**config.mk**
```make
export PLATFORM = sky130hd
export DESIGN_NAME = isc_char_engine
export DESIGN_NICKNAME = d
export VERILOG_FILES = /design/src/rtl/isc_pkg.sv /design/src/rtl/isc_bit_if.sv /design/src/rtl/isc_char_engine.sv /design/src/rtl/isc_bit_timer.sv /design/src/rtl/isc_sync2.sv
export SDC_FILE = /design/constraint.sdc
export NUM_CORES = 1
export LEC_CHECK = 0
export BUFFER_PORTS_ARGS = -buffer_cell sky130_fd_sc_hd__buf_2
export CORE_MARGIN = 1.5
export CORE_UTILIZATION = 45
export DETAILED_ROUTE_END_ITERATION = 8
export HOLD_SLACK_MARGIN = 0.12
export PLACE_DENSITY = 0.64
export SLEW_MARGIN = 0
export SYNTH_ARGS = -nofsm -noshare
export SYNTH_HDL_FRONTEND = slang
export SYNTH_HIERARCHICAL = 1
export SYNTH_SLANG_ARGS = --single-unit
```
**constraint.sdc**
```tcl
create_clock -name aclk -period 3.05 [get_ports aclk]
set_input_delay 0.915 -clock aclk [delete_from_list [all_inputs] [get_ports aclk]]
set_output_delay 0.915 -clock aclk [all_outputs]
set_load 0.03 [all_outputs]
```
**src/rtl/isc_pkg.sv**
```systemverilog
// Constants, types and helpers of the ISO7816 character engine
`default_nettype none
package isc_pkg;
  // ----------------------------------------
  // Register map
  // ----------------------------------------
  localparam int ADDR_W = 8;
  localparam logic [7:0] ADDR_CTRL = 8'h00;
  localparam logic [7:0] ADDR_BAUD = 8'h04;
  localparam logic [7:0] ADDR_STATUS = 8'h08;
  localparam logic [7:0] ADDR_INTFLAG = 8'h0C;
  localparam logic [7:0] ADDR_INTMASK = 8'h10;
  localparam logic [7:0] ADDR_DATA = 8'h28;
  localparam logic [1:0] RESP_OKAY = 2'h0;
  localparam logic [1:0] RESP_SLVERR = 2'h2;
  // ----------------------------------------
  // Control fields
  // ----------------------------------------
  localparam int CB_TRANSMITTER_ENABLE = 0;
  localparam int CB_RECEIVER_ENABLE = 1;
  localparam int CB_COLLISION_DETECT_ENABLE = 2;
  localparam int CB_NACKLIM = 3;
  localparam int CB_T1 = 4;
  localparam int CB_STOP2 = 5;
  localparam int CB_SYNC = 6;
  localparam int CB_MAX = 8;
  localparam int MAX_W = 3;
  localparam logic [10:0] CTRL_RESET = 11'h000;
  localparam logic [15:0] BAUD_RESET = 16'h0173;
  localparam logic [8:0] DATA_RESET = 9'h000;
  // ----------------------------------------
  // Interrupt flags
  // ----------------------------------------
  localparam int IF_RXC = 0;
  localparam int IF_DRE = 1;
  localparam int IF_PARITY_ERROR_FLAG = 2;
  localparam int IF_ITERATION_LIMIT_FLAG = 3;
  localparam int IF_COLL = 4;
  localparam int IF_W = 5;
  localparam logic [4:0] IF_RESET = 5'h00;
  // ----------------------------------------
  // Frame positions and states
  // ----------------------------------------
  localparam logic [3:0] IDX_START = 4'h0;
  localparam logic [3:0] IDX_PARITY = 4'h9;
  localparam logic [3:0] IDX_STOP = 4'hA;
  localparam logic [3:0] IDX_GUARD = 4'hB;
  typedef enum logic [2:0] {TX_IDLE = 3'h1, TX_BITS = 3'h2, TX_STOP = 3'h4} isc_tx_state_type;
  typedef enum logic [2:0] {RX_IDLE = 3'h1, RX_BITS = 3'h2, RX_STOP = 3'h4} isc_rx_state_type;

  // Byte-lane merge of a bus write
  function automatic logic [31:0] isc_merge(input logic [31:0] old, input logic [31:0] data,
                                            input logic [3:0] strb);
    for (int i = 0; i < 4; i++) begin
      isc_merge[8*i +: 8] = strb[i] ? data[8*i +: 8] : old[8*i +: 8];
    end
  endfunction : isc_merge

  // Address decode of the register map
  function automatic logic isc_mapped(input logic [7:0] addr);
    return addr inside {ADDR_CTRL, ADDR_BAUD, ADDR_STATUS, ADDR_INTFLAG, ADDR_INTMASK, ADDR_DATA};
  endfunction : isc_mapped
endpackage : isc_pkg
`default_nettype wire

```
**src/rtl/isc_bit_if.sv**
```systemverilog
// Interface between the character engine and a bit timer
`default_nettype none
interface isc_bit_if;
  logic restart;
  logic [15:0] period;
  logic mid;
  logic done;
  modport timer(input restart, input period, output mid, output done);
  modport user(output restart, output period, input mid, input done);
endinterface : isc_bit_if
`default_nettype wire

```
**src/rtl/isc_char_engine.sv**
```systemverilog
// ISO7816 character engine with AXI4-Lite registers
// Notes on behaviour
// [RULE1] Repeat count at maximum: flag, clear counter
// [RULE2] Acknowledged repeat stops and clears counter
// [RULE3] NACK limit enable caps successive receive NACKs
// [RULE4] At NACK cap: accept, ack, flag, clear
// [RULE5] T=1 runs asynchronous, one or two stops
// [RULE6] T=1 releases line after stop bits
// [RULE7] T=1 parity generated, checked, bad char stored
// [RULE8] T=1 never NACKs nor retransmits
// [RULE9] Collision check only with collision enable set
// [RULE10] Software enables both receiver and transmitter
// [RULE11] Each sent bit compared with line sample
// [RULE12] No collision flagged while transmitter idle
// [RULE13] Data read returns receive holding register
// [RULE14] Software reads data when receive complete
// [RULE15] Software reads status before data
// [RULE16] Data write loads transmit holding register
// [RULE17] Software writes data when holding empty
// [RULE18] Collision aborts character, releases line, flags
//
// Local design decision: the AXI4-Lite slave port.
`default_nettype none
module isc_char_engine (
  input wire logic aclk,
  input wire logic aresetn,
  input wire logic [isc_pkg::ADDR_W-1:0] s_axi_awaddr,
  input wire logic s_axi_awvalid,
  output logic s_axi_awready,
  input wire logic [31:0] s_axi_wdata,
  input wire logic [3:0] s_axi_wstrb,
  input wire logic s_axi_wvalid,
  output logic s_axi_wready,
  output logic [1:0] s_axi_bresp,
  output logic s_axi_bvalid,
  input wire logic s_axi_bready,
  input wire logic [isc_pkg::ADDR_W-1:0] s_axi_araddr,
  input wire logic s_axi_arvalid,
  output logic s_axi_arready,
  output logic [31:0] s_axi_rdata,
  output logic [1:0] s_axi_rresp,
  output logic s_axi_rvalid,
  input wire logic s_axi_rready,
  input wire logic line_i,
  output logic line_o,
  output logic line_oe,
  output logic irq
);
  import isc_pkg::*;

  // ----------------------------------------
  // Declarations
  // ----------------------------------------
  logic [10:0] ctrl;
  logic [15:0] baud;
  logic [IF_W-1:0] intflag;
  logic [IF_W-1:0] intmask;
  logic [IF_W-1:0] ev;
  logic [IF_W-1:0] flag_clr;
  logic [8:0] tx_hold;
  logic [8:0] rx_data;
  logic [8:0] wr_char;
  logic hold_full;
  logic rx_full;
  logic aw_held;
  logic w_held;
  logic [ADDR_W-1:0] aw_addr;
  logic [31:0] w_data;
  logic [3:0] w_strb;
  logic wr_en;
  logic rd_en;
  logic wr_data;
  logic [31:0] rd_val;
  logic [31:0] ctrl_m;
  logic [31:0] baud_m;
  logic [31:0] mask_m;
  logic [31:0] data_m;
  isc_tx_state_type tx_state;
  isc_rx_state_type rx_state;
  logic [3:0] tx_idx;
  logic [3:0] rx_idx;
  logic [3:0] stop_end;
  logic [7:0] tx_char;
  logic [9:0] tx_frame;
  logic [7:0] rx_shift;
  logic tx_par;
  logic tx_nack;
  logic tx_drive;
  logic tx_level;
  logic tx_load;
  logic tx_end;
  logic coll_hit;
  logic [2:0] tx_rep;
  logic [2:0] rx_cnt;
  logic [2:0] max_rep;
  logic rx_bad;
  logic rx_nack;
  logic rx_end_par;
  logic lim_hit;
  logic line_s;
  logic line_prev;
  logic t1;
  logic transmitter_enable;
  logic receiver_enable;
  logic collision_detect_enable;
  logic ev_rxc;
  logic ev_parity_error_flag;
  logic ev_iteration_limit_flag_tx;
  logic ev_iteration_limit_flag_rx;
  logic ev_coll;
  isc_bit_if tbt();
  isc_bit_if rbt();

  // ----------------------------------------
  // Control decode
  // ----------------------------------------
  assign t1 = ctrl[CB_T1];
  assign transmitter_enable = ctrl[CB_TRANSMITTER_ENABLE] && !ctrl[CB_SYNC]; // [RULE5]
  assign receiver_enable = ctrl[CB_RECEIVER_ENABLE] && !ctrl[CB_SYNC]; // [RULE5]
  assign collision_detect_enable = ctrl[CB_COLLISION_DETECT_ENABLE] && ctrl[CB_TRANSMITTER_ENABLE] && ctrl[CB_RECEIVER_ENABLE]; // [RULE9] [RULE10]
  assign max_rep = ctrl[CB_MAX +: MAX_W];
  assign lim_hit = ctrl[CB_NACKLIM] && rx_cnt == max_rep; // [RULE3]
  // Last stop or guard position of a frame
  assign stop_end = (t1 && !ctrl[CB_STOP2]) ? IDX_STOP : IDX_GUARD; // [RULE5]

  // ----------------------------------------
  // Line pins and timers
  // ----------------------------------------
  isc_sync2 u_sync (
    .aclk(aclk),
    .aresetn(aresetn),
    .d(line_i),
    .q(line_s)
  );

  isc_bit_timer u_tx_timer (
    .aclk(aclk),
    .aresetn(aresetn),
    .bt(tbt)
  );

  isc_bit_timer u_rx_timer (
    .aclk(aclk),
    .aresetn(aresetn),
    .bt(rbt)
  );

  // Timers run only while a frame is active
  assign tbt.restart = tx_state == TX_IDLE;
  assign tbt.period = baud;
  assign rbt.restart = rx_state == RX_IDLE;
  assign rbt.period = baud;

  // Line drive, NACK pulls low
  assign line_oe = tx_drive || rx_nack;
  assign line_o = tx_drive && tx_level;

  // Previous line sample for start edge
  always_ff @(posedge aclk) begin
    if (!aresetn) begin
      line_prev <= 1'b1;
    end else begin
      line_prev <= line_s;
    end
  end

  // ----------------------------------------
  // Bus write channels
  // ----------------------------------------
  assign s_axi_awready = !aw_held && !s_axi_bvalid;
  assign s_axi_wready = !w_held && !s_axi_bvalid;
  assign wr_en = aw_held && w_held && !s_axi_bvalid;
  assign wr_data = wr_en && aw_addr == ADDR_DATA;

  // Address and data capture in either order
  always_ff @(posedge aclk) begin
    if (!aresetn) begin
      aw_held <= 1'b0;
      w_held <= 1'b0;
      aw_addr <= 8'h00;
      w_data <= 32'h0000_0000;
      w_strb <= 4'h0;
    end else begin
      if (s_axi_awvalid && s_axi_awready) begin
        aw_held <= 1'b1;
        aw_addr <= s_axi_awaddr;
      end else if (wr_en) begin
        aw_held <= 1'b0;
      end
      if (s_axi_wvalid && s_axi_wready) begin
        w_held <= 1'b1;
        w_data <= s_axi_wdata;
        w_strb <= s_axi_wstrb;
      end else if (wr_en) begin
        w_held <= 1'b0;
      end
    end
  end

  // Write response, error on unmapped address
  always_ff @(posedge aclk) begin
    if (!aresetn) begin
      s_axi_bvalid <= 1'b0;
      s_axi_bresp <= RESP_OKAY;
    end else if (wr_en) begin
      s_axi_bvalid <= 1'b1;
      s_axi_bresp <= isc_mapped(aw_addr) ? RESP_OKAY : RESP_SLVERR;
    end else if (s_axi_bready) begin
      s_axi_bvalid <= 1'b0;
    end
  end

  // ----------------------------------------
  // Bus read channel
  // ----------------------------------------
  assign s_axi_arready = !s_axi_rvalid;
  assign rd_en = s_axi_arvalid && s_axi_arready;

  // Read mux; status = rep count, rx busy, tx busy, hold full, rx full
  always_comb begin
    case (s_axi_araddr)
      ADDR_CTRL: rd_val = {21'h000000, ctrl};
      ADDR_BAUD: rd_val = {16'h0000, baud};
      ADDR_STATUS: rd_val = {25'h0000000, tx_rep, rx_state != RX_IDLE, tx_state != TX_IDLE, hold_full, rx_full};
      ADDR_INTFLAG: rd_val = {27'h0000000, intflag};
      ADDR_INTMASK: rd_val = {27'h0000000, intmask};
      ADDR_DATA: rd_val = {23'h000000, rx_data}; // [RULE13]
      default: rd_val = 32'h0000_0000;
    endcase
  end

  always_ff @(posedge aclk) begin
    if (!aresetn) begin
      s_axi_rvalid <= 1'b0;
      s_axi_rdata <= 32'h0000_0000;
      s_axi_rresp <= RESP_OKAY;
    end else if (rd_en) begin
      s_axi_rvalid <= 1'b1;
      s_axi_rdata <= rd_val;
      s_axi_rresp <= isc_mapped(s_axi_araddr) ? RESP_OKAY : RESP_SLVERR;
    end else if (s_axi_rready) begin
      s_axi_rvalid <= 1'b0;
    end
  end

  // ----------------------------------------
  // Registers
  // ----------------------------------------
  assign ctrl_m = isc_merge({21'h000000, ctrl}, w_data, w_strb);
  assign baud_m = isc_merge({16'h0000, baud}, w_data, w_strb);
  assign mask_m = isc_merge({27'h0000000, intmask}, w_data, w_strb);
  assign data_m = isc_merge({23'h000000, tx_hold}, w_data, w_strb);
  assign wr_char = data_m[8:0];

  always_ff @(posedge aclk) begin
    if (!aresetn) begin
      ctrl <= CTRL_RESET;
    end else if (wr_en && aw_addr == ADDR_CTRL) begin
      ctrl <= ctrl_m[10:0];
    end
  end

  always_ff @(posedge aclk) begin
    if (!aresetn) begin
      baud <= BAUD_RESET;
    end else if (wr_en && aw_addr == ADDR_BAUD) begin
      baud <= baud_m[15:0];
    end
  end

  always_ff @(posedge aclk) begin
    if (!aresetn) begin
      intmask <= IF_RESET;
    end else if (wr_en && aw_addr == ADDR_INTMASK) begin
      intmask <= mask_m[IF_W-1:0];
    end
  end

  // Sticky flags, write one to clear, set wins
  assign ev[IF_RXC] = ev_rxc;
  assign ev[IF_DRE] = tx_load;
  assign ev[IF_PARITY_ERROR_FLAG] = ev_parity_error_flag;
  assign ev[IF_ITERATION_LIMIT_FLAG] = ev_iteration_limit_flag_tx || ev_iteration_limit_flag_rx;
  assign ev[IF_COLL] = ev_coll;
  assign flag_clr = (wr_en && aw_addr == ADDR_INTFLAG && w_strb[0]) ? w_data[IF_W-1:0] : IF_RESET;

  always_ff @(posedge aclk) begin
    if (!aresetn) begin
      intflag <= IF_RESET;
    end else begin
      intflag <= (intflag & ~flag_clr) | ev;
    end
  end

  assign irq = |(intflag & intmask);

  // Transmit holding register, separate from receive side
  always_ff @(posedge aclk) begin
    if (!aresetn) begin
      tx_hold <= DATA_RESET;
      hold_full <= 1'b0;
    end else if (wr_data) begin
      tx_hold <= wr_char; // [RULE16]
      hold_full <= 1'b1;
    end else if (tx_load) begin
      hold_full <= 1'b0;
    end
  end

  // Receive holding full, emptied by data read
  always_ff @(posedge aclk) begin
    if (!aresetn) begin
      rx_full <= 1'b0;
    end else if (ev_rxc) begin
      rx_full <= 1'b1;
    end else if (rd_en && s_axi_araddr == ADDR_DATA) begin
      rx_full <= 1'b0;
    end
  end

  // ----------------------------------------
  // Transmitter
  // ----------------------------------------
  assign tx_load = tx_state == TX_IDLE && transmitter_enable && hold_full && rx_state == RX_IDLE;
  assign tx_frame = {tx_par, tx_char, 1'b0};
  assign coll_hit = collision_detect_enable && tx_drive && tbt.mid && (line_s != tx_level); // [RULE11] [RULE12]
  assign tx_end = tx_state == TX_STOP && tbt.done && tx_idx == stop_end && !coll_hit;

  // Frame sequencer, guard sampling and repetition
  always_ff @(posedge aclk) begin
    ev_coll <= 1'b0;
    ev_iteration_limit_flag_tx <= 1'b0;
    if (!aresetn) begin
      tx_state <= TX_IDLE;
      tx_idx <= IDX_START;
      tx_char <= 8'h00;
      tx_par <= 1'b0;
      tx_rep <= 3'h0;
      tx_nack <= 1'b0;
      tx_drive <= 1'b0;
      tx_level <= 1'b1;
    end else if (tx_state != TX_IDLE && coll_hit) begin
      tx_state <= TX_IDLE; // [RULE18]
      tx_drive <= 1'b0;
      tx_level <= 1'b1;
      tx_rep <= 3'h0;
      ev_coll <= 1'b1;
    end else begin
      case (tx_state)
        TX_IDLE: begin
          if (tx_load) begin
            tx_char <= tx_hold[7:0];
            tx_par <= ^tx_hold[7:0]; // [RULE7]
            tx_state <= TX_BITS;
            tx_idx <= IDX_START;
            tx_drive <= 1'b1;
            tx_level <= 1'b0;
            tx_nack <= 1'b0;
          end
        end
        TX_BITS: begin
          if (tbt.done) begin
            tx_idx <= tx_idx + 4'h1;
            if (tx_idx == IDX_PARITY) begin
              tx_state <= TX_STOP;
              tx_drive <= t1; // [RULE6]
              tx_level <= 1'b1;
            end else begin
              tx_level <= tx_frame[tx_idx + 4'h1];
            end
          end
        end
        TX_STOP: begin
          if (tbt.mid && tx_idx == IDX_STOP && !t1) begin
            tx_nack <= !line_s;
          end
          if (tbt.done) begin
            if (tx_idx != stop_end) begin
              tx_idx <= tx_idx + 4'h1;
            end else if (tx_nack && !t1 && tx_rep != max_rep) begin
              tx_rep <= tx_rep + 3'h1; // [RULE8]
              tx_state <= TX_BITS;
              tx_idx <= IDX_START;
              tx_drive <= 1'b1;
              tx_level <= 1'b0;
              tx_nack <= 1'b0;
            end else begin
              tx_state <= TX_IDLE; // [RULE6]
              tx_drive <= 1'b0;
              tx_rep <= 3'h0; // [RULE1] [RULE2]
              tx_nack <= 1'b0;
              ev_iteration_limit_flag_tx <= tx_nack && !t1; // [RULE1]
            end
          end
        end
        default: begin
          tx_state <= TX_IDLE;
          tx_drive <= 1'b0;
        end
      endcase
    end
  end

  // ----------------------------------------
  // Receiver
  // ----------------------------------------
  assign rx_end_par = rx_state == RX_BITS && rbt.done && rx_idx == IDX_PARITY;

  // Sampling, parity check and NACK decision
  always_ff @(posedge aclk) begin
    ev_rxc <= 1'b0;
    ev_parity_error_flag <= 1'b0;
    ev_iteration_limit_flag_rx <= 1'b0;
    if (!aresetn) begin
      rx_state <= RX_IDLE;
      rx_idx <= IDX_START;
      rx_shift <= 8'h00;
      rx_bad <= 1'b0;
      rx_cnt <= 3'h0;
      rx_nack <= 1'b0;
      rx_data <= DATA_RESET;
    end else begin
      case (rx_state)
        RX_IDLE: begin
          if (receiver_enable && tx_state == TX_IDLE && line_prev && !line_s) begin
            rx_state <= RX_BITS; // [RULE12]
            rx_idx <= IDX_START;
          end
        end
        RX_BITS: begin
          if (rbt.mid) begin
            if (rx_idx == IDX_START && line_s) begin
              rx_state <= RX_IDLE;
            end else if (rx_idx == IDX_PARITY) begin
              rx_bad <= (^rx_shift) != line_s; // [RULE7]
            end else if (rx_idx != IDX_START) begin
              rx_shift <= {line_s, rx_shift[7:1]};
            end
          end
          if (rbt.done) begin
            rx_idx <= rx_idx + 4'h1;
            if (rx_idx == IDX_PARITY) begin
              rx_state <= RX_STOP;
              if (rx_bad && !t1 && !lim_hit) begin
                rx_nack <= 1'b1; // [RULE3]
                rx_cnt <= rx_cnt + 3'h1;
                ev_parity_error_flag <= 1'b1;
              end else begin
                rx_data <= {1'b0, rx_shift}; // [RULE4] [RULE7] [RULE8]
                ev_rxc <= 1'b1;
                rx_cnt <= 3'h0;
                ev_parity_error_flag <= rx_bad && t1;
                ev_iteration_limit_flag_rx <= rx_bad && !t1; // [RULE4]
              end
            end
          end
        end
        RX_STOP: begin
          if (rbt.done) begin
            rx_state <= RX_IDLE;
            rx_nack <= 1'b0;
          end
        end
        default: begin
          rx_state <= RX_IDLE;
          rx_nack <= 1'b0;
        end
      endcase
    end
  end
endmodule : isc_char_engine
`default_nettype wire

```
**src/rtl/isc_bit_timer.sv**
```systemverilog
// Bit period timer with mid-bit and end-of-bit strobes
`default_nettype none
module isc_bit_timer (
  input wire logic aclk,
  input wire logic aresetn,
  isc_bit_if.timer bt
);
  import isc_pkg::*;
  logic [15:0] count;

  // Counts period+1 cycles, held at zero by restart
  always_ff @(posedge aclk) begin
    if (!aresetn || bt.restart || count == bt.period) begin
      count <= 16'h0000;
    end else begin
      count <= count + 16'h0001;
    end
  end

  // Strobes
  assign bt.mid = !bt.restart && (count == (bt.period >> 1));
  assign bt.done = !bt.restart && (count == bt.period);
endmodule : isc_bit_timer
`default_nettype wire

```
**src/rtl/isc_sync2.sv**
```systemverilog
// Two-flop synchroniser for the serial line
`default_nettype none
module isc_sync2 (
  input wire logic aclk,
  input wire logic aresetn,
  input wire logic d,
  output logic q
);
  import isc_pkg::*;
  logic meta;

  // Idle line level is high
  always_ff @(posedge aclk) begin
    if (!aresetn) begin
      meta <= 1'b1;
      q <= 1'b1;
    end else begin
      meta <= d;
      q <= meta;
    end
  end
endmodule : isc_sync2
`default_nettype wire

```
=== Word-level counts from Yosys, hierarchy flattened ===
Index checks and enable logic that the tools add are counted.

* Flip-flop bits (word level): 203
* Latch bits: 0
* Memory bits (writable): 0
* Bits in read-only memories: 0
* Bits of input ports: 60
* Memories: 0

* $add $sub $neg: 6
* $mul: 0
* Divide/modulo/power cells: 0
* Order comparisons: 1
* Equality and inequality tests: 42
* Shifts and indexed selects: 0
* Multiplexer cells: 68
* Bitwise logic cells: 15
* Reduce and logical (&&, ||, !) cells: 102

{| class="wikitable"
|+ Operators by type and width
! kind !! count
|-
| case mux 16 bit (6 select lines) || 1
|-
| logical AND 1 bit || 43
|-
| 2-to-1 mux 3 bit || 13
|-
| 2-to-1 mux 1 bit || 34
|-
| adder 16 x 1 -> 16 bit (second input constant) || 2
|-
| == test 16 x 15 -> 1 bit || 2
|-
| == test 16 bit || 2
|-
| == test 8 x 4 -> 1 bit (second input constant) || 4
|-
| 2-to-1 mux 4 bit || 7
|-
| case mux 3 bit (3 select lines) || 2
|-
| == test 8 x 3 -> 1 bit (second input constant) || 2
|-
| == test 8 x 5 -> 1 bit (second input constant) || 2
|-
| == test 8 x 6 -> 1 bit (second input constant) || 2
|-
| logical NOT 8 bit || 2
|-
| != test 2 bit (second input constant) || 8
|-
| nonzero test 2 bit || 8
|-
| XOR reduction 8 bit || 2
|-
| AND reduction 3 bit || 5
|-
| AND reduction 5 bit || 3
|-
| AND reduction 2 bit || 7
|-
| == test 4 bit (second input constant) || 3
|-
| logical NOT 1 bit || 12
|-
| case mux 4 bit (3 select lines) || 1
|-
| AND reduction 4 bit || 3
|-
| other kinds (31) || 64
|}

=== Logic depth before layout (Yosys ltp) ===
Gate-level depths: netlist of the first run.

* Depth after elaboration: 9
* Depth in mapped cells: 11
* Depth with buffers taken out: 11

=== By module ===
Netlist of the first run, hierarchy kept.

{| class="wikitable"
|+ By module, submodules not included
! module !! times used !! cells an instance !! area each (sq um) !! seq. area each (sq um)
|-
| isc_char_engine || 1 || 794 || 7119.3 || 3022.9
|-
| isc_bit_timer (u_tx_timer) || 1 || 131 || 1219.9 || 320.3
|-
| isc_bit_timer (u_rx_timer) || 1 || 130 || 1138.6 || 320.3
|-
| isc_sync2 || 1 || 4 || 52.6 || 40.0
|}

=== Worst setup path after synthesis of the first run ===
OpenSTA, ideal clock, no wires.

* Path type: register to register
* Start: register baud[10]
* End: register tx_level
* Library setup time: 122 ps
* Data arrival time: 2471 ps
* Data required time: 2928 ps
* Setup slack: 457 ps
* Cell stages (with the launch flop): 9
* Path buffers: 0
* Path through: dfxtp_1 -> xnor2_2 -> nand4_2 -> nor4_4 -> nor2b_1 -> nand3_1 -> o21ai_0 -> a41oi_1 -> a311o_1

* Elaborated cells on any way between the ends: 11
* Classes of those cells: eq/ne: 4; reduce/logical: 7

{| class="wikitable"
|+ RTL lines
! element !! RTL line !! text
|-
| start, declared || isc_char_engine.sv:55 || <nowiki>logic [15:0] baud;</nowiki>
|-
| start signal, assigned || isc_char_engine.sv:267 || <nowiki>baud <= baud_m[15:0];</nowiki>
|-
| == test 16 bit (*) || isc_bit_timer.sv:22 || <nowiki>assign bt.done = !bt.restart && (count == bt.period);</nowiki>
|-
| logical AND 1 bit (*) || isc_bit_timer.sv:22 ||
|-
| via tbt.done || isc_bit_if.sv:7 || <nowiki>logic done;</nowiki>
|-
| != test 2 bit (no source line) || - ||
|-
| AND reduction 6 bit (no source line) (*) || - ||
|-
| end signal, assigned || isc_char_engine.sv:369 || <nowiki>tx_level <= tx_frame[tx_idx + 4'h1];</nowiki>
|-
| end, declared || isc_char_engine.sv:89 || <nowiki>logic tx_level;</nowiki>
|}

Mark *: on every way through the listed nets, which the timed path passes. The rest lies on a longest branch.
A chain may end at the register's enable or synchronous reset.

=== Worst setup path after layout of the first run ===
* Start: register baud[3]
* End: register ev_iteration_limit_flag_tx

* Cells in the longest elaborated chain, start to end: 6
* Elaborated cells on any way between the ends: 9
* Classes of those cells: eq/ne: 2; bitwise: 1; reduce/logical: 6

{| class="wikitable"
|+ RTL lines
! element !! RTL line !! text
|-
| == test 16 x 15 -> 1 bit || isc_bit_timer.sv:21 || <nowiki>assign bt.mid = !bt.restart && (count == (bt.period >> 1));</nowiki>
|-
| logical AND 1 bit || isc_bit_timer.sv:21 ||
|-
| via tbt.mid || isc_bit_if.sv:6 || <nowiki>logic mid;</nowiki>
|-
| logical AND 1 bit (2 in a row) || isc_char_engine.sv:326 || <nowiki>assign coll_hit = collision_detect_enable && tx_drive && tbt.mid && (line_s != tx_level);</nowiki>
|-
| logical AND 1 bit || isc_char_engine.sv:342 || <nowiki>end else if (tx_state != TX_IDLE && coll_hit) begin</nowiki>
|-
| OR reduction 6 bit (no source line) || - ||
|-
| end signal, assigned || isc_char_engine.sv:392 || <nowiki>ev_iteration_limit_flag_tx <= tx_nack && !t1;</nowiki>
|-
| end, declared || isc_char_engine.sv:108 || <nowiki>logic ev_iteration_limit_flag_tx;</nowiki>
|}

The timed path passes the listed nets, and every way through them passes these cells.

==> results of run 1 <==
critical path: cells and delay by family, from the launching register on:
| family | cells | cell delay (ns) |
|---|---|---|
| xor+xnor | 1 | 0.12 |
| simple gates | 7 | 2.06 |
| flops | 1 | 0.52 |
how the worst max path moves through the flow:
stage                                            end  slack, ns
2_1_floorplan                  tx_level$_SDFFE_PP1P_       0.46
3_3_place_gp            s_axi_rdata[10]$_SDFFE_PN0P_       0.42
3_5_place_dp   ev_iteration_limit_flag_tx$_SDFF_PP0_       0.37
4_1_cts        ev_iteration_limit_flag_tx$_SDFF_PP0_       0.34
5_1_grt                     tx_state[0]$_SDFFE_PP1P_       0.07
6_report       ev_iteration_limit_flag_tx$_SDFF_PP0_       0.22
per-layer routing:
metal,up-vias,track usage (%)
li1,3684,-
met1,3450,28.5
met2,171,34.0
met3,19,4.17
met4,0,5.50
met5,-,0
cell usage in the layout, fill, tap and decap left out, drive strengths merged, types with 5 or more instances in the layout:
cell type,synthesis,routed
clkbuf,43,18
nand2,138,138
clkinv,0,6
nor4,16,16
mux4,6,6
inv,19,26
xor2,15,15
a31oi,5,5
buf,39,89
dfxtp,185,185
nor3b,12,12
a21boi,45,45
conb,1,18
a21oi,19,19
nand3,38,38
and2,10,10
nor2b,80,80
a22oi,16,16
o21ai,27,27
mux2i,53,53
nor3,48,48
nor2,39,39
and3,7,7
ha,10,10
nand2b,11,11
nand4,26,26
xnor2,100,100
power groups by stage:
| stage | Clock [mW] | Sequential [mW] | Combinational, mW |
|---|---|---|---|
| after floorplan | 0 | 2.61 | 0.641 |
| after global placement | 0 | 2.64 | 0.809 |
| after detailed placement | 0 | 2.64 | 0.814 |
| after CTS | 2.26 | 2.58 | 0.820 |
| after global routing | 2.36 | 2.60 | 0.908 |
| final | 2.21 | 2.59 | 0.830 |
cell type report:
class | instances | area share (%)
inverter | 19 | 0.721
timing repair buffer | 89 | 4.87
sequential | 185 | 35.0
tap | 275 | 3.25
clock buffer | 18 | 4.06
clock inverter | 14 | 1.50
multi-input combinational | 790 | 50.6
flip-flops by register name (all words and copies together), names as in the netlist, 4 cells and up:
| name | flops |
|---|---|
| aw_addr | 8 |
| tx_hold | 8 |
| rx_data | 8 |
| ctrl | 11 |
| intflag | 5 |
| rx_shift | 8 |
| rx_idx | 4 |
| u_tx_timer/count | 16 |
| tx_idx | 4 |
| baud | 16 |
| u_rx_timer/count | 16 |
| intmask | 5 |
| w_data | 16 |
| s_axi_rdata | 16 |
| tx_char | 8 |
cell families (layout without fill, tap and decap cells):
family	after synthesis	count (layout)	synth area share, %
adders and majority gates	10	10	1.31
DFF	185	185	38.9
xor gates and xnor gates	115	115	10.8
buffers and inverters	101	140	5.63
AOI/OAI and AO/OA	138	138	10.0
and+or+nand+nor	446	446	25.9
other	1	18	0.0393
muxes	63	63	7.46
==> results.md, run 1 <==
* Synth top area share at 38.9%
* PortBufs at 67
* Placed Area at 0.00999 mm^2
* CP max stage delay at 0.52 ns
* Root Driver: clkbuf_16
* Die footprint at between 0.02 and 0.025 mm^2
* DRT iter0 DRCs at about 430
* Layout cells sized above 1 at 14.8%
* Core region area at 0.0209 mm^2
* Multi-input logic area at 0.00535 mm^2
* Total track usage at 21.0%
* CP Cell Sequence: xor2_1 -> nor4_1 -> nand4_1 -> nor3_1 -> nand3_1 -> nor4_2 -> nand2b_1 -> nor4_1
* FF-to-FF path depth at 8
* Final instance area at between 0.01 and 0.015 mm^2
* Setup Buffers After CTS at 0
* Static Leak at 3.79 nW
* Cell variety after synth at 74
* Largest net degree at the start of global routing at 77
* R2r setup slk at 0.22 ns
* Final GP Congestion at between 0.9 and 1
* Top cells by area, synth: dfxtp_1 (39%), xnor2_1 (8.9%), mux2i_1 (5.6%)
* Max-slew violation count at 0
* Post-route DRC violation count at 0
* FILL cells at 1,981
* Worst setup path startpoint: baud[3]$_SDFFE_PN0P_
* WL met1 at about 11 mm
* CP Launch Type: flip-flop
* Reg-to-Reg Start: baud[3]$_SDFFE_PN0P_
* Final TNS setup at 0 ns
* Seq cells post-synth at 185
* Total grt overflow at 0
* Hpwl dp at 16.4 mm
* Sw Pwr at 1.66 mW
* Least-Margin Pin Slew at 0.687 ns
* Status: complete, no violations
* WL met2 at between 10 and 15 mm
* Finished Layout Cells at 1,390
* Chip width at 149 um
* Sequential power share at roughly 46%
* Reg clk slew, reported paths at 0.07 ns
* Synth warn at 6
* Fin crit period at 2.83 ns
* Seq. cell area at 0.00370 mm^2
* Setup Viol. Count Final at 0
* Row cnt at 53
* Wire length on met3 at 955 um
* DRT antenna net count at 0
* CP Capture Type: flip-flop
* Period utilisation layout at roughly 90%
* Top FF cell, synth: dfxtp_1
* Initial Util at 45.6%
* CP most frequent cell: nor4_1
* Slew headroom at between 50% and 60%
* Hold buffer count at CTS at 0
* Synth Cell Area at 0.00953 mm^2
* Max Cap Viol at 0
* Die Height at around 150 um
* Critical path class: flip-flop to flip-flop
* Sw Ratio at 29.6%
* Synthesis-to-layout area growth at 11.0%
* PwrDens at 532 mW/mm^2
* Worst hold slack at 0.416 ns
* Final hold vios at 0
* Slowest-stage cell, CP: dfxtp_1
* Placed insts at around 1,400
* DRT Wirelength at 22.5 mm
* Synth area leader: dfxtp_1
* Worst flop-to-flop path endpoint: ev_iteration_limit_flag_tx$_SDFF_PP0_
* PostCTS Resize Cnt at 0
* Comb power frac at 14.7%
* Nets@finish at ~1,200
* IO Pins at 104
* Setup Skew at 0.0162 ns
* Final setup margin at 0.222 ns
* CTS tree: built
* Fmax at 354 MHz
* Clk pwr share at 39.3%
* Per-cell routed wire length at 16.2 um
* Vias at 7,324
* Antenna cells at 0
* Data required, critical path at 3.35 ns
* P_int at 3.96 mW
* Clock Latency Late Sink at 0.43 ns
* Worst Hold Endpoint: u_sync/q$_SDFF_PN1_
* Fin util at 50.7%
* Initial antenna violation count at 0
* Syn avg cell area at 9.00 um^2
* RSZ-0062 raised after global routing: no
* Drt via density at 5.27
* H-tree Lvls at 4
* Most common cell in the netlist: dfxtp_1
* EDFF count, synth at 0
* Tot Pwr at 5.63 mW
* Uppermost layer routed: met4
* Worst IR Drop VDD at 0.000383 V
* Dpl ws at ~0.37 ns
* Worst Hold Depth at 1
* Number of global-route vias before repair at 6,937
* Class of the worst hold path: flip-flop to flip-flop
* Most instantiated cells after synthesis: dfxtp_1 (185), nand2_1 (138), xnor2_1 (97)
* Global-route wire length before repair at 36.5 mm
* Crit-path max FO at 9
* Clock Sinks at 185
* Total CTS buffers at 17
* Worst Hold Launch: u_sync/meta$_SDFF_PN1_
* WP data arrival at between 3 and 4 ns
* Mapped Cells at roughly 1,100
* Register area share after synthesis at 38.9%
* DR pass1 iterations at 5
* Longest Clk Path Bufs at 2
* Fraction of registers with async set/reset at 0%
Power figures use the tool's default switching activity.
==> run 2: changes to the inputs <==
--- a/config.mk
+++ b/config.mk
@@ -5,6 +5,7 @@
 export SDC_FILE = /design/constraint.sdc
 export NUM_CORES = 1
 export LEC_CHECK = 0
+export ABC_AREA = 1
 export BUFFER_PORTS_ARGS = -buffer_cell sky130_fd_sc_hd__buf_2
 export CORE_MARGIN = 1.5
 export CORE_UTILIZATION = 45
==> run 2 against run 1 <==
  * Cell area rose by 3.3%
  * Critical path depth up 5
  * Count of clock-buffer cells in the layout rose by 1
  * Largest power group unchanged
  * Critical endpoint is now rx_cnt[1]$_SDFFE_PN0P_
  * Total power grew 2.7%
  * Utilization down 0.28 points
==> results.md, run 2 <==
* Status: complete, no violations (unchanged)
* Cell variety after synth at 49 (was 74)
* Critical path depth at 13 (was 8)
* Root Driver: clkbuf_16 (unchanged)
* Worst flop-to-flop path endpoint: rx_cnt[1]$_SDFFE_PN0P_ (was ev_iteration_limit_flag_tx$_SDFF_PP0_)
* Top FF cell, synth: dfxtp_1 (unchanged)
* Fraction of registers with async set/reset at 0% (unchanged)
* Routing usage on met3 at 3.04% (was 4.17%)
* Drt via density at 5.01 (was 5.27)
* Placed Area at 0.0103 mm^2 (was 0.00999 mm^2)
* CP Launch Type: flip-flop (unchanged)
* CTS tree: built (unchanged)
* Largest net degree at the start of global routing at 70 (was 77)
* Fin crit period at 2.49 ns (was 2.83 ns)
* Reg-to-Reg Start: baud[11]$_SDFFE_PN0P_ (was baud[3]$_SDFFE_PN0P_)
* Clk pwr share at 38.8% (was 39.3%)
* Layout cells sized above 1 at 16.3% (was 14.8%)
* Sequential power share at 45.4% (was 46.0%)
* Class of the worst hold path: flip-flop to flip-flop (unchanged)
* CP Cell Sequence: inv_1 -> nand2_1 -> nand2_1 -> nor2_1 -> nand2_1 -> nor2_1 -> nand2_2 -> nor2_1 -> nand2_1 -> nor2_4 -> nand2_4 -> nand2_1 -> nor2_1 (was xor2_1 -> nor4_1 -> nand4_1 -> nor3_1 -> nand3_1 -> nor4_2 -> nand2b_1 -> nor4_1)
* Nets@finish at 1,561 (was 1,172)
* Most instantiated cells after synthesis: nand2_1 (353), dfxtp_1 (185), nor2_1 (166) (was dfxtp_1 (185), nand2_1 (138), xnor2_1 (97))
* Core region area at 0.0217 mm^2 (was 0.0209 mm^2)
* Critical path's top delay family: simple AND/OR/NAND/NOR gates (unchanged)
* PwrDens at 529 mW/mm^2 (was 532 mW/mm^2)
* Initial antenna violation count at 0 (unchanged)
* Setup Viol. Count Final at 0 (unchanged)
* Synth Cell Area at 0.00989 mm^2 (was 0.00953 mm^2)
* Final TNS setup at 0 ns (unchanged)
* Slew headroom at 53.0% (was 54.1%)
* Seq cells post-synth at 185 (unchanged)
* Post-route DRC violation count at 0 (unchanged)
* Dpl ws at 0.576 ns (was 0.369 ns)
* R2r setup slk at 0.56 ns (was 0.22 ns)
* Final setup margin at 0.559 ns (was 0.222 ns)
* Most common library cell in the layout ignoring fill and taps: nand2_1 (was dfxtp_1)
* Hpwl dp at 18.4 mm (was 16.4 mm)
* H-tree Lvls at 4 (unchanged)
* IO Pins at 104 (unchanged)
* Total track usage at 22.7% (was 21.0%)
* Data required, critical path at 3.37 ns (was 3.35 ns)
* Worst IR Drop VDD at 0.000416 V (was 0.000383 V)
* Critical path buffer and inverter count at 1 (was 0)
* CP Capture Type: flip-flop (unchanged)
* Hold buffer count at CTS at 0 (unchanged)
* Die Height at 151 um (was 149 um)
* FF-to-FF path depth at 13 (was 8)
* Static Leak at 4.67 nW (was 3.79 nW)
* DRT iter0 DRCs at 663 (was 432)
* Sw Pwr at 1.73 mW (was 1.66 mW)
* Max Cap Viol at 0 (unchanged)
* Tot Pwr at 5.78 mW (was 5.63 mW)
* Fmax at 401 MHz (was 354 MHz)
* Clock Sinks at 185 (unchanged)
* Total CTS buffers at 17 (unchanged)
* EDFF count, synth at 0 (unchanged)
* Per-cell routed wire length at 13.9 um (was 16.2 um)
* Final instance area at 0.0109 mm^2 (was 0.0106 mm^2)
* Synthesis-to-layout area growth at 10.5% (was 11.0%)
* Reg clk slew, reported paths at 0.07 ns (about the same)
* Vias at 8,931 (was 7,324)
* Mapped Cells at 1,439 (was 1,059)
* Setup Skew at 0.00931 ns (was 0.0162 ns)
* Chip width at 151 um (was 149 um)
* PostCTS Resize Cnt at 0 (unchanged)
* RSZ-0062 raised after global routing: no (unchanged)
* Final GP Congestion at 0.884 (was 0.918)
* WP data arrival at 2.81 ns (was 3.13 ns)
* Die footprint at 0.0229 mm^2 (was 0.0221 mm^2)
* Worst Hold Launch: ev_coll$_SDFF_PN0_ (was u_sync/meta$_SDFF_PN1_)
* M2 GR Usage at 35.7% (was 34.0%)
* Worst setup path startpoint: baud[11]$_SDFFE_PN0P_ (was baud[3]$_SDFFE_PN0P_)
* DR pass1 iterations at 7 (was 5)
* Row cnt at 54 (was 53)
* Synth warn at 6 (unchanged)
* Register area share after synthesis at 37.4% (was 38.9%)
* PortBufs at 67 (unchanged)
* Total grt overflow at 0 (unchanged)
* P_int at 4.06 mW (was 3.96 mW)
* Longest Clk Path Bufs at 2 (unchanged)
* Syn avg cell area at 6.87 um^2 (was 9.00 um^2)
* Synth top area share at 37.4% (was 38.9%)
* Most Crowded Layer GR: met2 (unchanged)
* Setup Buffers After CTS at 0 (unchanged)
* DRT Wirelength at 24.9 mm (was 22.5 mm)
* Most common cell in the netlist: nand2_1 (was dfxtp_1)
* Initial Util at 45.6% (about the same)
* Fin util at 50.4% (was 50.7%)
* Crit-path max FO at 13 (was 9)
* CP most frequent cell: nand2_1 (was nor4_1)
* Comb power frac at 15.8% (was 14.7%)
* Finished Layout Cells at 1,784 (was 1,390)
* Most frequent cells in the layout: nand2_1 (353), dfxtp_1 (185), nor2_1 (166), inv_1 (151), o21ai_0 (92) (was dfxtp_1 (185), nand2_1 (138), xnor2_1 (97), nor2b_1 (80), buf_2 (66))
* Critical path class: flip-flop to flip-flop (unchanged)
* Number of global-route vias before repair at 7,914 (was 6,937)
* Max-slew violation count at 0 (unchanged)
* Antenna cells at 0 (unchanged)
* Sw Ratio at 29.9% (was 29.6%)
* Crit path to: rx_cnt[1]$_SDFFE_PN0P_ (was ev_iteration_limit_flag_tx$_SDFF_PP0_)
* Final hold vios at 0 (unchanged)
* Clock Latency Late Sink at 0.43 ns (about the same)
* Least-Margin Pin Slew at 0.704 ns (was 0.687 ns)
* Period utilisation layout at 81.7% (was 92.7%)
* Synth area leader: dfxtp_1 (unchanged)
* CP max stage delay at 0.58 ns (was 0.52 ns)
* Worst hold slack at 0.435 ns (was 0.416 ns)
* Top cells by area, synth: dfxtp_1 (37%), nand2_1 (13%), nor2_1 (6.3%) (was dfxtp_1 (39%), xnor2_1 (8.9%), mux2i_1 (5.6%))
* Global-route wire length before repair at 40.4 mm (was 36.5 mm)
* Slowest-stage cell, CP: dfxtp_1 (unchanged)
* Met1 usage at 32.6% (was 28.5%)
* Placed insts at 1,752 (was 1,358)
* DRT antenna net count at 0 (unchanged)
run 2: cell types whose count changed after synthesis, sizes merged, moves of 52 or more:
cell / change
a21oi: +72
inv: +172
mux2i: -52
nand2: +230
nand3: +53
nor2: +163
nor2b: -80
o21ai: +80
xnor2: -88
run 2: worst min path at each step:
stage | depth (start not counted) | endpoint
finish | 2 | intflag[4]$_SDFF_PN0_
detailed placement | 2 | u_sync/q$_SDFF_PN1_
global placement | 2 | u_sync/q$_SDFF_PN1_
global route | 2 | intflag[4]$_SDFF_PN0_
CTS | 2 | u_sync/q$_SDFF_PN1_
floorplan | 2 | u_sync/q$_SDFF_PN1_
run 2: final cells by class:
type,count,area [um^2]
fill,2200,10800
multi-input combinational,1017,5130
sequential,185,3700
inverter,195,737
clock buffer,19,453
timing repair buffer,75,410
tap,280,350
clock inverter,13,144
run 2: worst reg2reg max path: stages (launching register included):
cell     delay (ns)
dfxtp_1        0.58
inv_1          0.08
nand2_1        0.07
nand2_1        0.05
nor2_1         0.13
nand2_1        0.08
nor2_1         0.13
nand2_2        0.09
nor2_1         0.19
nand2_1        0.16
nor2_4         0.36
nand2_4        0.22
nand2_1        0.17
nor2_1         0.06
run 2: per-layer routing:
| layer | wire (um) | vias to the layer above |
|---|---|---|
| li1 | - | 4633 |
| met1 | 12400 | 4067 |
| met2 | 11100 | 212 |
| met3 | 1170 | 19 |
| met4 | 246 | 0 |
| met5 | 0 | - |
run 2: cells by family (layout without fill, tap and decap cells):
group | Yosys count | in the layout | synth area share (%)
AO/OA/AOI/OAI | 221 | 221 | 12.3
XOR/XNOR | 45 | 45 | 3.98
adder cells (fa/ha/maj) | 10 | 10 | 1.26
buffers and inverters | 254 | 302 | 11.4
flip-flops | 185 | 185 | 37.4
multiplexers | 1 | 1 | 0.101
other | 1 | 18 | 0.0379
AND/OR/NAND/NOR | 722 | 722 | 33.4
run 2: power groups by stage:
stage	clock, mW	sequential, mW	combinational [mW]
2_1_floorplan	0	2.65	0.745
5_1_grt	2.39	2.64	1.04
6_report	2.24	2.63	0.912
3_3_place_gp	0	2.68	0.902
4_1_cts	2.28	2.63	0.917
3_5_place_dp	0	2.68	0.914
==> run 3: changes to the inputs <==
==> constraint.sdc (replaced) <==
create_clock -name aclk -period 2.3 [get_ports aclk]
set_input_delay 0.69 -clock aclk [delete_from_list [all_inputs] [get_ports aclk]]
set_output_delay 0.69 -clock aclk [all_outputs]
set_load 0.03 [all_outputs]
==> run 3 against run 2 <==
  * Sequential share of layout area is 0.64 points lower
  * First-iteration DRC count is 5.3% higher
  * Count of clock-buffer cells in the layout stayed put
  * Largest power group unchanged
  * Largest cell class unchanged
==> results.md, run 3 (same netlist as run 2, synthesis figures left out) <==
* Status: complete, no violations (unchanged)
* CP Capture Type: primary output (was flip-flop)
* Vias at 9,037 (was 8,931)
* Chip width at 151 um (unchanged)
* Crit-path max FO at 3 (was 13)
* Critical path buffer and inverter count at 1 (unchanged)
* Total CTS buffers at 17 (unchanged)
* CP Cell Sequence: nand2_1 -> nand2_1 -> a221oi_1 -> nand2_1 -> buf_2 (was inv_1 -> nand2_1 -> nand2_1 -> nor2_1 -> nand2_1 -> nor2_1 -> nand2_2 -> nor2_1 -> nand2_1 -> nor2_4 -> nand2_4 -> nand2_1 -> nor2_1)
* Die footprint at 0.0229 mm^2 (unchanged)
* Initial antenna violation count at 0 (unchanged)
* DRT antenna net count at 0 (unchanged)
* Reg clk slew, reported paths at 0.07 ns (about the same)
* RSZ-0062 raised after global routing: no (unchanged)
* Fin crit period at 2.20 ns
* CP Launch Type: flip-flop (unchanged)
* Worst IR Drop VDD at 0.000499 V (was 0.000416 V)
* Most frequent cells in the layout: nand2_1 (353), nor2_1 (164), dfxtp_1 (164), inv_1 (151), o21ai_0 (92) (was nand2_1 (353), dfxtp_1 (185), nor2_1 (166), inv_1 (151), o21ai_0 (92))
* DRT iter0 DRCs at 698 (was 663)
* Core region area at 0.0217 mm^2 (unchanged)
* Clock Sinks at 185 (unchanged)
* Data required, critical path at 1.61 ns (was 3.37 ns)
* Clock Latency Late Sink at 0.43 ns (about the same)
* CP max stage delay at 0.36 ns (was 0.58 ns)
* H-tree Lvls at 4 (unchanged)
* Die Height at 151 um (unchanged)
* Least-Margin Pin Slew at 0.567 ns (was 0.704 ns)
* PortBufs at 67 (unchanged)
* Hpwl dp at 19.2 mm (was 18.4 mm)
* Setup Viol. Count Final at 0 (unchanged)
* Final GP Congestion at 0.873 (was 0.884)
* Critical path's top delay family: flip-flops (was simple AND/OR/NAND/NOR gates)
* Total grt overflow at 0 (unchanged)
* Longest Clk Path Bufs at 2 (unchanged)
* CTS tree: built (unchanged)
* Slowest-stage cell, CP: dfxtp_1 (unchanged)
* FILL cells at 2,188 (was 2,200)
* PwrDens at 678 mW/mm^2 (was 529 mW/mm^2)
* Setup Buffers After CTS at 0 (unchanged)
* Max Cap Viol at 0 (unchanged)
* Total track usage at 22.9% (was 22.7%)
* Static Leak at 4.86 nW (was 4.67 nW)
* DRT Wirelength at 25.0 mm (was 24.9 mm)
* Layout cells sized above 1 at 19.8% (was 16.3%)
* Row cnt at 54 (unchanged)
* Global-route wire length before repair at 40.9 mm (was 40.4 mm)
* Max-slew violation count at 0 (unchanged)
* Worst hold slack at 0.428 ns (was 0.435 ns)
* Initial Util at 45.6% (unchanged)
* Largest net degree at the start of global routing at 43 (was 70)
* Antenna cells at 0 (unchanged)
* Nets@finish at 1,599 (was 1,561)
* Post-route DRC violation count at 0 (unchanged)
* Setup Skew at 0.00836 ns (was 0.00931 ns)
* Critical path class: flip-flop to primary output (was flip-flop to flip-flop)
* Fmax at 454 MHz
* IO Pins at 104 (unchanged)
* Slew headroom at 62.1% (was 53.0%)
* Synthesis-to-layout area growth at 13.5% (was 10.5%)
* Per-cell routed wire length at 13.7 um (was 13.9 um)
* Period utilisation layout at 95.9%
* Final hold vios at 0 (unchanged)
* Root Driver: clkbuf_16 (unchanged)
* Drt via density at 4.96 (was 5.01)
* CP most frequent cell: nand2_1 (unchanged)
* DR pass1 iterations at 5 (was 7)
* Number of global-route vias before repair at 8,195 (was 7,914)
* Most common library cell in the layout ignoring fill and taps: nand2_1 (unchanged)
* Final TNS setup at 0 ns (unchanged)
* Class of the worst hold path: input port to flip-flop (was flip-flop to flip-flop)
* WP data arrival at 1.51 ns (was 2.81 ns)
[run 3: worst reg2reg max path, stage by stage, from the launching register on]
cell	delay [ns]
dfxtp_1	0.46
inv_1	0.12
nand2_1	0.08
nand2_1	0.05
nor2_1	0.11
nand2_1	0.08
nor2_1	0.13
nand2_2	0.10
nor2_1	0.14
nand2_1	0.13
nor2_4	0.23
nand2_4	0.18
nand2_1	0.14
nor2_1	0.05
[run 3: per-layer routing]
layer  part of all wire [%]  global-route usage (%)  vias to the layer above
li1                       -                       -                     4713
met2                     44                    35.5                      257
met3                    5.4                    3.37                       26
met1                     50                    32.7                     4041
met4                    1.5                    6.70                        0
met5                      0                       0                        -
[run 3: area by class of cell]
| type | count | area (um^2) | area share [%] |
|---|---|---|---|
| clock buffers | 19 | 453 | 4.03 |
| repair buffers | 113 | 708 | 6.31 |
| multi-input cells | 1017 | 5130 | 45.7 |
| well taps | 280 | 350 | 3.12 |
| inverters | 195 | 737 | 6.56 |
| clock inverters | 12 | 115 | 1.02 |
| flip-flops and latches | 185 | 3730 | 33.3 |
[run 3: power breakdown]
part	internal, mW	switching [mW]	leakage [nW]
logic	0.419	0.861	3.08
registers	3.33	0.143	1.51
clock network	1.56	1.31	0.273
[run 3: timing repair]
item	CTS	global route
hold buffers	0	0
endpoints found under the setup margin	0	14
resized for setup	0	25
[run 3: final timing paths]
| check | start | endpoint | slack, ns | cells past startpoint |
|---|---|---|---|---|
| min | line_i | u_sync/meta$_SDFF_PN1_ | 0.43 | 3 |
| max reg2reg | u_rx_timer/count[10]$_SDFF_PP0_ | rx_cnt[2]$_SDFFE_PN0P_ | 0.21 | 13 |
| min reg2reg | u_sync/meta$_SDFF_PN1_ | u_sync/q$_SDFF_PN1_ | 0.44 | 2 |
| max | intflag[0]$_SDFF_PN0_ | irq | 0.1 | 5 |
[run 3: metrics by stage]
stage               util (%)  cells  instance area [um^2]  worst slack (ns)  power (mW)
CTS                     51.6   1821                 11200            0.0689        7.67
global route            51.8   1821                 11200           0.00830        7.99
detailed placement      49.0   1790                 10600             0.119        4.83
global placement        49.0   1790                 10600             0.159        4.80
finish                  51.8   1821                 11200            0.0953        7.62
floorplan                  -   1456                  9960             0.513        4.51
